===== src/rtl/dac_pkg.sv =====
// Constants for the twelve-channel double-buffered converter control block.
// Assumes a 32-bit AXI4-Lite register bus with an 8-bit byte address.
// How it works
// - There are twelve channels, each holding a 12-bit output code.
// - In synchronous mode a write lands in the input register first, the latch later.
// - On a load the latch copies the input register if select is one and it was written since.
// - In synchronous mode the latch takes the input only on writing one to the trigger or on leaving clear.
// - In asynchronous mode the latch passes written data straight through.
// - Reading a channel's data location returns the latch, not the input.
// - One gain bit per channel picks twice or five times reference range.
// - After power-up every output buffer starts powered down.
// - Reset clears every input register and every latch to zero.
// - With select at zero a data write updates the latch at once.
// - A trigger updates together all channels whose select bit is one and that hold a new write.
// - A trigger reloads only channels written since the last trigger that had them selected.
// - A clear loads the clear code at once and leaves the input alone.
package dac_pkg;
  localparam int CHANNELS = 12;
  localparam int CODE_W = 12;
  localparam logic [5:0] IDX_DATA_BASE = 6'h00;
  localparam logic [5:0] IDX_SYNC_SEL = 6'h0C;
  localparam logic [5:0] IDX_GAIN = 6'h0D;
  localparam logic [5:0] IDX_CONFIG = 6'h0E;
  localparam logic [5:0] IDX_CLEAR = 6'h0F;
  localparam logic [5:0] IDX_POWER = 6'h10;
  localparam logic [5:0] IDX_CLR_CODE_BASE = 6'h20;
  localparam int LOAD_TRIGGER_BIT = 0;
  localparam logic [11:0] CODE_RESET = 12'h000;
  localparam logic [11:0] MASK_RESET = 12'h000;
  localparam logic [1:0] RESP_OKAY = 2'h0;
  localparam logic [1:0] RESP_SLVERR = 2'h2;
endpackage


===== src/rtl/dac_channel.sv =====
// One converter channel: input register, output latch, clear code.
// Assumes strobes are one-cycle pulses on the same clock.
module dac_channel
(
  input wire logic clock,
  input wire logic rst,
  input wire logic dataWr,
  input wire logic codeWr,
  input wire logic [11:0] wrValue,
  input wire logic syncSel,
  input wire logic loadPulse,
  input wire logic clear,
  output logic [11:0] dataReg,
  output logic [11:0] latch,
  output logic [11:0] clearCode
);
  logic dirty;
  logic clearing;

  always_ff @(posedge clock)
  begin
    if (rst)
    begin
      dataReg <= dac_pkg::CODE_RESET;
    end
    else if (dataWr)
    begin
      dataReg <= wrValue;
    end
  end

  always_ff @(posedge clock)
  begin
    if (rst)
    begin
      clearCode <= dac_pkg::CODE_RESET;
    end
    else if (codeWr)
    begin
      clearCode <= wrValue;
    end
  end

  // Set wins: a write in the trigger cycle stays pending for the next one
  always_ff @(posedge clock)
  begin
    if (rst)
    begin
      dirty <= 1'b0;
    end
    else if (dataWr)
    begin
      dirty <= 1'b1;
    end
    else if (loadPulse && syncSel)
    begin
      dirty <= 1'b0;
    end
  end

  always_ff @(posedge clock)
  begin
    if (rst)
    begin
      clearing <= 1'b0;
    end
    else
    begin
      clearing <= clear;
    end
  end

  // Leaving clear restores the input register regardless of mode
  always_ff @(posedge clock)
  begin
    if (rst)
    begin
      latch <= dac_pkg::CODE_RESET;
    end
    else if (clear)
    begin
      latch <= clearCode;
    end
    // Async write in the release cycle wins, else it would be lost
    else if (dataWr && !syncSel)
    begin
      latch <= wrValue;
    end
    else if (clearing)
    begin
      latch <= dataReg;
    end
    else if (loadPulse && syncSel && dirty)
    begin
      latch <= dataReg;
    end
  end

  a_reset_zero: assert property (@(posedge clock)
    rst |=> latch == 12'h000 && dataReg == 12'h000)
    else $error("latch or input not zero after reset");

  a_async_pass: assert property (@(posedge clock) disable iff (rst)
    dataWr && !syncSel && !clear && !clearing |=> latch == $past(wrValue))
    else $error("async write did not reach latch");

  a_sync_hold: assert property (@(posedge clock) disable iff (rst)
    dataWr && syncSel && !loadPulse && !clear && !clearing
      |=> latch == $past(latch) && dataReg == $past(wrValue))
    else $error("sync write changed latch");

  a_sync_load: assert property (@(posedge clock) disable iff (rst)
    loadPulse && syncSel && dirty && !clear && !clearing
      |=> latch == $past(dataReg))
    else $error("trigger did not load latch");

  a_clean_keep: assert property (@(posedge clock) disable iff (rst)
    loadPulse && syncSel && !dirty && !clear && !clearing
      |=> $stable(latch))
    else $error("untouched channel reloaded");

  a_clear_load: assert property (@(posedge clock) disable iff (rst)
    clear && !dataWr |=> latch == $past(clearCode) && $stable(dataReg))
    else $error("clear did not load clear code");
endmodule


===== src/rtl/dac_ctrl_top.sv =====
// Register front end and twelve converter channels behind AXI4-Lite.
// Assumes a single clock; the bus master keeps AXI valid/hold ordering.
//
// Chosen here: register access over AXI4-Lite and the address map.
module dac_ctrl_top
(
  input wire logic clock,
  input wire logic rst,
  input wire logic [7:0] awaddr,
  input wire logic awvalid,
  output logic awready,
  input wire logic [31:0] wdata,
  input wire logic [3:0] wstrb,
  input wire logic wvalid,
  output logic wready,
  output logic [1:0] bresp,
  output logic bvalid,
  input wire logic bready,
  input wire logic [7:0] araddr,
  input wire logic arvalid,
  output logic arready,
  output logic [31:0] rdata,
  output logic [1:0] rresp,
  output logic rvalid,
  input wire logic rready,
  output logic [11:0] dacCode [12],
  output logic [11:0] gainFive,
  output logic [11:0] outputEnable
);
  logic [7:0] wrAddr;
  logic [31:0] wrData;
  logic [3:0] wrStrb;
  logic awHave;
  logic wHave;
  logic doWrite;
  logic [5:0] wIdx;
  logic [5:0] rIdx;
  logic [11:0] syncSel;
  logic [11:0] swClear;
  logic loadPulse;
  logic [11:0] dataReg [12];
  logic [11:0] clearCode [12];

  function automatic logic [11:0] merge12(input logic [11:0] old,
    input logic [31:0] wd, input logic [3:0] st);
    logic [11:0] v;
    v = old;
    if (st[0])
    begin
      v[7:0] = wd[7:0];
    end
    if (st[1])
    begin
      v[11:8] = wd[11:8];
    end
    return v;
  endfunction

  assign doWrite = awHave && wHave && !bvalid;
  assign wIdx = wrAddr[7:2];
  assign rIdx = araddr[7:2];

  // Address and data are taken independently, in either order
  always_ff @(posedge clock)
  begin
    if (rst)
    begin
      awready <= 1'b0;
      awHave <= 1'b0;
      wrAddr <= 8'h00;
    end
    else if (awvalid && awready)
    begin
      awready <= 1'b0;
      awHave <= 1'b1;
      wrAddr <= awaddr;
    end
    else if (doWrite)
    begin
      awHave <= 1'b0;
    end
    else if (!awHave && !bvalid)
    begin
      awready <= 1'b1;
    end
  end

  always_ff @(posedge clock)
  begin
    if (rst)
    begin
      wready <= 1'b0;
      wHave <= 1'b0;
      wrData <= 32'h00000000;
      wrStrb <= 4'h0;
    end
    else if (wvalid && wready)
    begin
      wready <= 1'b0;
      wHave <= 1'b1;
      wrData <= wdata;
      wrStrb <= wstrb;
    end
    else if (doWrite)
    begin
      wHave <= 1'b0;
    end
    else if (!wHave && !bvalid)
    begin
      wready <= 1'b1;
    end
  end

  always_ff @(posedge clock)
  begin
    if (rst)
    begin
      bvalid <= 1'b0;
      bresp <= dac_pkg::RESP_OKAY;
    end
    else if (doWrite)
    begin
      bvalid <= 1'b1;
      if (wIdx <= dac_pkg::IDX_POWER
          || (wIdx >= dac_pkg::IDX_CLR_CODE_BASE
              && wIdx < dac_pkg::IDX_CLR_CODE_BASE + 6'h0C))
      begin
        bresp <= dac_pkg::RESP_OKAY;
      end
      else
      begin
        bresp <= dac_pkg::RESP_SLVERR;
      end
    end
    else if (bready)
    begin
      bvalid <= 1'b0;
    end
  end

  always_ff @(posedge clock)
  begin
    if (rst)
    begin
      syncSel <= dac_pkg::MASK_RESET;
      gainFive <= dac_pkg::MASK_RESET;
      swClear <= dac_pkg::MASK_RESET;
      outputEnable <= dac_pkg::MASK_RESET;
    end
    else if (doWrite)
    begin
      case (wIdx)
        dac_pkg::IDX_SYNC_SEL: syncSel <= merge12(syncSel, wrData, wrStrb);
        dac_pkg::IDX_GAIN: gainFive <= merge12(gainFive, wrData, wrStrb);
        dac_pkg::IDX_CLEAR: swClear <= merge12(swClear, wrData, wrStrb);
        dac_pkg::IDX_POWER:
          outputEnable <= merge12(outputEnable, wrData, wrStrb);
        default: ;
      endcase
    end
  end

  // Self-clearing strobe, never stored, so it reads back as zero
  always_ff @(posedge clock)
  begin
    if (rst)
    begin
      loadPulse <= 1'b0;
    end
    else
    begin
      loadPulse <= doWrite && wIdx == dac_pkg::IDX_CONFIG && wrStrb[0]
        && wrData[dac_pkg::LOAD_TRIGGER_BIT];
    end
  end

  generate
    for (genvar i = 0; i < dac_pkg::CHANNELS; i++)
    begin : g_chan
      dac_channel u_chan
      (
        .clock(clock),
        .rst(rst),
        .dataWr(doWrite && wIdx == dac_pkg::IDX_DATA_BASE + 6'(i)),
        .codeWr(doWrite && wIdx == dac_pkg::IDX_CLR_CODE_BASE + 6'(i)),
        .wrValue(wIdx < dac_pkg::IDX_SYNC_SEL
          ? merge12(dataReg[i], wrData, wrStrb)
          : merge12(clearCode[i], wrData, wrStrb)),
        .syncSel(syncSel[i]),
        .loadPulse(loadPulse),
        .clear(swClear[i]),
        .dataReg(dataReg[i]),
        .latch(dacCode[i]),
        .clearCode(clearCode[i])
      );
    end
  endgenerate

  always_ff @(posedge clock)
  begin
    if (rst)
    begin
      arready <= 1'b0;
      rvalid <= 1'b0;
      rdata <= 32'h00000000;
      rresp <= dac_pkg::RESP_OKAY;
    end
    else if (arvalid && arready)
    begin
      arready <= 1'b0;
      rvalid <= 1'b1;
      rresp <= dac_pkg::RESP_OKAY;
      rdata <= 32'h00000000;
      if (rIdx < dac_pkg::IDX_SYNC_SEL)
      begin
        rdata <= {20'h00000, dacCode[rIdx[3:0]]};
      end
      else if (rIdx >= dac_pkg::IDX_CLR_CODE_BASE
               && rIdx < dac_pkg::IDX_CLR_CODE_BASE + 6'h0C)
      begin
        rdata <= {20'h00000, clearCode[rIdx[3:0]]};
      end
      else
      begin
        case (rIdx)
          dac_pkg::IDX_SYNC_SEL: rdata <= {20'h00000, syncSel};
          dac_pkg::IDX_GAIN: rdata <= {20'h00000, gainFive};
          dac_pkg::IDX_CONFIG: rdata <= 32'h00000000;
          dac_pkg::IDX_CLEAR: rdata <= {20'h00000, swClear};
          dac_pkg::IDX_POWER: rdata <= {20'h00000, outputEnable};
          default: rresp <= dac_pkg::RESP_SLVERR;
        endcase
      end
    end
    else if (rvalid && rready)
    begin
      rvalid <= 1'b0;
    end
    else if (!rvalid)
    begin
      arready <= 1'b1;
    end
  end

  a_trigger_once: assert property (@(posedge clock) disable iff (rst)
    loadPulse |=> !loadPulse)
    else $error("load pulse longer than one cycle");

  a_trigger_cause: assert property (@(posedge clock) disable iff (rst)
    loadPulse |-> $past(doWrite) && $past(wIdx) == dac_pkg::IDX_CONFIG)
    else $error("load pulse without trigger write");

  a_power_down: assert property (@(posedge clock)
    rst |=> outputEnable == 12'h000 && gainFive == 12'h000)
    else $error("outputs not powered down after reset");

  a_read_latch: assert property (@(posedge clock) disable iff (rst)
    arvalid && arready && araddr[7:2] == 6'h03
      |=> rdata == {20'h00000, $past(dacCode[3])})
    else $error("data read did not return latch");

  a_bresp_hold: assert property (@(posedge clock) disable iff (rst)
    bvalid && !bready |=> bvalid && $stable(bresp))
    else $error("write response dropped early");
endmodule


===== config.mk =====
export PLATFORM = sky130hd
export DESIGN_NAME = dac_ctrl_top
export DESIGN_NICKNAME = d
export VERILOG_FILES = /design/src/rtl/dac_pkg.sv /design/src/rtl/dac_channel.sv /design/src/rtl/dac_ctrl_top.sv
export SDC_FILE = /design/constraint.sdc
export NUM_CORES = 2
export LEC_CHECK = 0
export BUFFER_PORTS_ARGS = -buffer_cell sky130_fd_sc_hd__buf_2
export CORE_ASPECT_RATIO = 0.5
export CORE_MARGIN = 2
export CORE_UTILIZATION = 24
export CTS_CLUSTER_SIZE = 30
export DETAILED_ROUTE_END_ITERATION = 7
export PLACE_DENSITY = 0.39
export SLEW_MARGIN = 20
export SYNTH_ARGS = -nofsm -noshare
export SYNTH_HDL_FRONTEND = slang
export SYNTH_HIERARCHICAL = 1
export SYNTH_SLANG_ARGS = --single-unit

===== constraint.sdc =====
create_clock -name clock -period 4.5 [get_ports clock]
set_input_delay 0.9 -clock clock [delete_from_list [all_inputs] [get_ports clock]]
set_output_delay 0.9 -clock clock [all_outputs]
set_load 0.1 [all_outputs]

==> impl_table.tex <==
\begin{tabular}{lr}
\hline
Metric & Value \\
\hline
\multicolumn{2}{l}{\textbf{Status}} \\
Outcome & completed \\
\multicolumn{2}{l}{\textbf{Yosys}} \\
Synthesized flop and latch total & between 500 and 600 \\
Mean instance size in the synthesized netlist & 8.89 sq um \\
Cell type with the largest total area after synthesis & dfxtp\_1 \\
Cells taking the most area after synthesis & dfxtp\_1 36\%, mux2i\_1 11\%, o41ai\_2 6.4\% \\
Portion of the post-synthesis area used by sequential elements & a little over a third \\
Area fraction of the dominant cell type after synthesis & $\sim$36\% \\
Fraction of registers with async set/reset & 0\% \\
Dominant register cell in the synthesized netlist & dfxtp\_1 \\
Yosys warns & 6 \\
Mapped Area & slightly above 0.03 sq mm \\
Number of instances in the synthesized netlist & approximately 3400 \\
Post-synth EDFFs & 0 \\
Count of cell types in the netlist & 63 \\
\multicolumn{2}{l}{\textbf{Setup path}} \\
Cell-by-cell listing of the critical path & nand3b\_1 > nor3\_1 > nand2\_1 > nor2\_2 > nand2b\_1 > buf\_4 > and3\_4 > o41ai\_2 \\
Delay contributed by the slowest stage of the critical path & 400 ps \\
Depth of the worst register-to-register path & 8 \\
CP Launch Point & bvalid\$\_SDFFE\_PP0P\_ \\
Critical Path RT & $\sim$5100 ps \\
Slowest cell on the critical path & nor3\_1 \\
Critical Path End & g\_chan[3].u\_chan/latch[6]\$\_SDFFE\_PP0P\_ \\
Kind of start point of the critical path & register \\
Category of the worst setup path capture point & register \\
Class of the most critical setup path & reg2reg \\
Critical register-to-register path startpoint & bvalid\$\_SDFFE\_PP0P\_ \\
Reg2Reg Setup Slack & 1310 ps \\
Worst endpoint data arrival time & 3740 ps \\
Critical path fanouts, max & 17 \\
Reg-to-reg endpoint & g\_chan[3].u\_chan/latch[6]\$\_SDFFE\_PP0P\_ \\
\multicolumn{2}{l}{\textbf{CTS}} \\
Cts bufs inserted & 60 \\
CTS-repair resized insts & 0 \\
TritonCTS clock tree & built \\
Clock Tree Buf Depth & 3 \\
Clk\_lat worst skew & between 600 and 700 ps \\
Post-CTS Setup Inserts & 0 \\
Cell at the root of the clock tree & clkbuf\_16 \\
Clock net sink count & approximately 550 \\
Quantity of hold-fixing buffers added after cts & 0 \\
Clock-pin transition on the worst setup and hold timing paths & around 60 ps \\
H-tree levels & 2 \\
\multicolumn{2}{l}{\textbf{Pwr}} \\
Overall power & $\sim$11000 uW \\
PD cells & slightly above 300 mW/mm\^{}2 \\
Worst supply voltage drop on vdd & $\sim$300 uV \\
Leakage component of the power & between 0.01 and 0.015 uW \\
\multicolumn{2}{l}{\textbf{Placed design}} \\
Cell count after placement & around 5100 \\
DP Wirelength & approximately 95000 um \\
Routability congestion estimate & 0.869 \\
Number of port buffers & between 200 and 250 \\
\multicolumn{2}{l}{\textbf{Finish}} \\
Number of standard cells in the final layout excluding fillers & roughly 5300 \\
Commonest non-fill, non-tap cells in the layout & 546 x dfxtp\_1, 387 x nand2\_1, 386 x nor2\_1, 351 x mux2i\_1, 306 x nor2b\_1 \\
Flip-flop and latch area & approximately 0.011 sq mm \\
Filler Cell Count & 13400 \\
Final core utilization & 27.9\% \\
Most common cell after layout, fill and taps aside & dfxtp\_1 \\
Multi-input gate area & about 0.018 sq mm \\
Number of nets in the finished design & 3565 \\
Area growth, synth to finish & 15.0\% \\
Largest registers ranked by flip-flop count & g\_chan.u\_chan/clearCode: 144 flops, g\_chan.u\_chan/dataReg: 144 flops, g\_chan.u\_chan/latch: 144 flops \\
Share of layout cells above drive strength 1 & between 10\% and 20\% \\
\multicolumn{2}{l}{\textbf{Global route}} \\
Antenna violations before repair & 17 \\
Vias in the first global route & around 26000 \\
Wire length of the first global-routing pass & 194000 um \\
Remaining global-route overflow & 0 \\
Total global routing track utilization & 20.2\% \\
Maximum number of pins on one net before global-route repair & 121 \\
Global Route met3 Usage & $\sim$3.1\% \\
Global Route met1 Usage & 28.7\% \\
GR peak layer & met2 \\
Met2 usage & between 30\% and 40\% \\
\multicolumn{2}{l}{\textbf{Detailed routing}} \\
Count of vias placed by the detailed router & between 20000 and 30000 \\
DRT antenna net count & 0 \\
Number of DRC violations after detailed routing & 0 \\
Via density per instance & between 5 and 6 \\
First-pass DRT Iterations & 5 \\
Initial drt markers & about 2300 \\
Total wire length after detailed routing & approximately 140000 um \\
Avg WL per Cell & 26.1 um \\
\multicolumn{2}{l}{\textbf{STA}} \\
Hold\_ws & between 400 and 500 ps \\
Top achievable clock speed & between 300 and 400 MHz \\
Final Hold Violating Endpoints & 0 \\
Setup repair after global routing missed its margin & no \\
Worst slew margin relative to its limit & a little over a fifth \\
Actual transition at the worst max-transition pin & $\sim$1200 ps \\
Final Max Tran Viols & 0 \\
Crit path time final & about 3200 ps \\
Final setup violating endpoints & 0 \\
Final critical-path share of the clock period & slightly above 70\% \\
Clock Skews & between 30 and 40 ps \\
Total negative slack for setup checks & 0 ps \\
\multicolumn{2}{l}{\textbf{Floorplan}} \\
Area of the core & between 0.1 and 0.15 sq mm \\
Rows & between 90 and 100 \\
Die X & 509 um \\
Initial core utilization & between 20 and 25\% \\
Area of the die & $\sim$0.13 sq mm \\
Top-Level Pins & 268 \\
Die Y-Extent & between 200 and 300 um \\
\multicolumn{2}{l}{\textbf{Job}} \\
Count of maximum capacitance violations & 0 \\
\multicolumn{2}{l}{\textbf{Min path}} \\
Hold Crit Class & in2reg \\
Hold path startpoint & wdata[6] \\
\hline
\end{tabular}
area by class of cell:
cell class                      instances  area share [%]
Inverter                               14           0.160
Multi-Input combinational cell       2561            51.4
Tap cell                             1692            6.01
Sequential cell                       546            31.0
Clock inverter                         21           0.526
Clock buffer                           89            5.03
Antenna cell                            5          0.0355
Timing Repair Buffer                  323            5.81
cells by family (layout without fill, tap and decap cells):
logic type / Yosys count / count (layout) / share of synthesized area, %
multiplexers: 416 / 416 / 15.6
AND/OR/NAND/NOR: 1490 / 1490 / 25.4
flip-flops: 546 / 546 / 35.7
AO/OA/AOI/OAI: 633 / 633 / 17.5
other: 1 / 27 / 0.0122
buffers and inverters: 358 / 447 / 5.89
cells in the mapped netlist (11+ instances only):
cell type  number
o22ai_1        20
o41ai_2       120
mux2i_1       351
buf_6          22
nand2b_1       19
buf_2          80
buf_4          47
clkbuf_1      143
buf_1          50
a211oi_1      147
a31oi_1       149
mux4_2         45
o41ai_1        24
inv_1          11
o21ai_0        33
nand4_1       146
a21oi_1        91
mux2_2         17
and3b_1       145
nand3_1        19
and3_4         12
a22oi_1        12
nor3_1         16
nor2b_1       306
dfxtp_1       546
nor2_1        411
nand2_1       387
where the power goes:
part / total, uW / switching [uW] / internal, uW
registers: 4900 / 45.9 / 4860
clock network: 5110 / 2280 / 2830
logic: 902 / 729 / 173
total: 10900 / 3050 / 7860
worst min-delay path by stage:
stage | to | slack [ps] | depth (start not counted)
2_1_floorplan | g_chan[0].u_chan/dirty$_SDFFE_PP0P_ | 460 | 2
3_3_place_gp | bresp[1]$_SDFFE_PP0P_ | 470 | 2
3_5_place_dp | bresp[1]$_SDFFE_PP0P_ | 470 | 2
4_1_cts | wrData[4]$_SDFFE_PP0P_ | 420 | 3
5_1_grt | wrData[6]$_SDFFE_PP0P_ | 460 | 3
6_report | wrData[6]$_SDFFE_PP0P_ | 460 | 3
routing by layer:
layer	up-vias	part of all wire (%)	wire length (um)
met4	0	2.8	3790
met5	-	0	0
met1	13900	47	64800
met2	764	45	61400
li1	12600	-	-
met3	152	5.3	7250
critical path: cells and delay by family (launching register included):
family | cells | cell delay, ps
DFF | 1 | 360
buffers and inverters | 1 | 320
AOI/OAI and AO/OA | 1 | 340
and+or+nand+nor | 6 | 2060
metrics by stage:
stage | cell area, sq um | worst slack, ps
floorplan | 30700 | 1820
global placement | 33300 | 1280
detailed placement | 33300 | 1290
CTS | 35200 | 1250
global route | 35200 | 982
finish | 35200 | 1310
(Power assumes the default switching activity.)
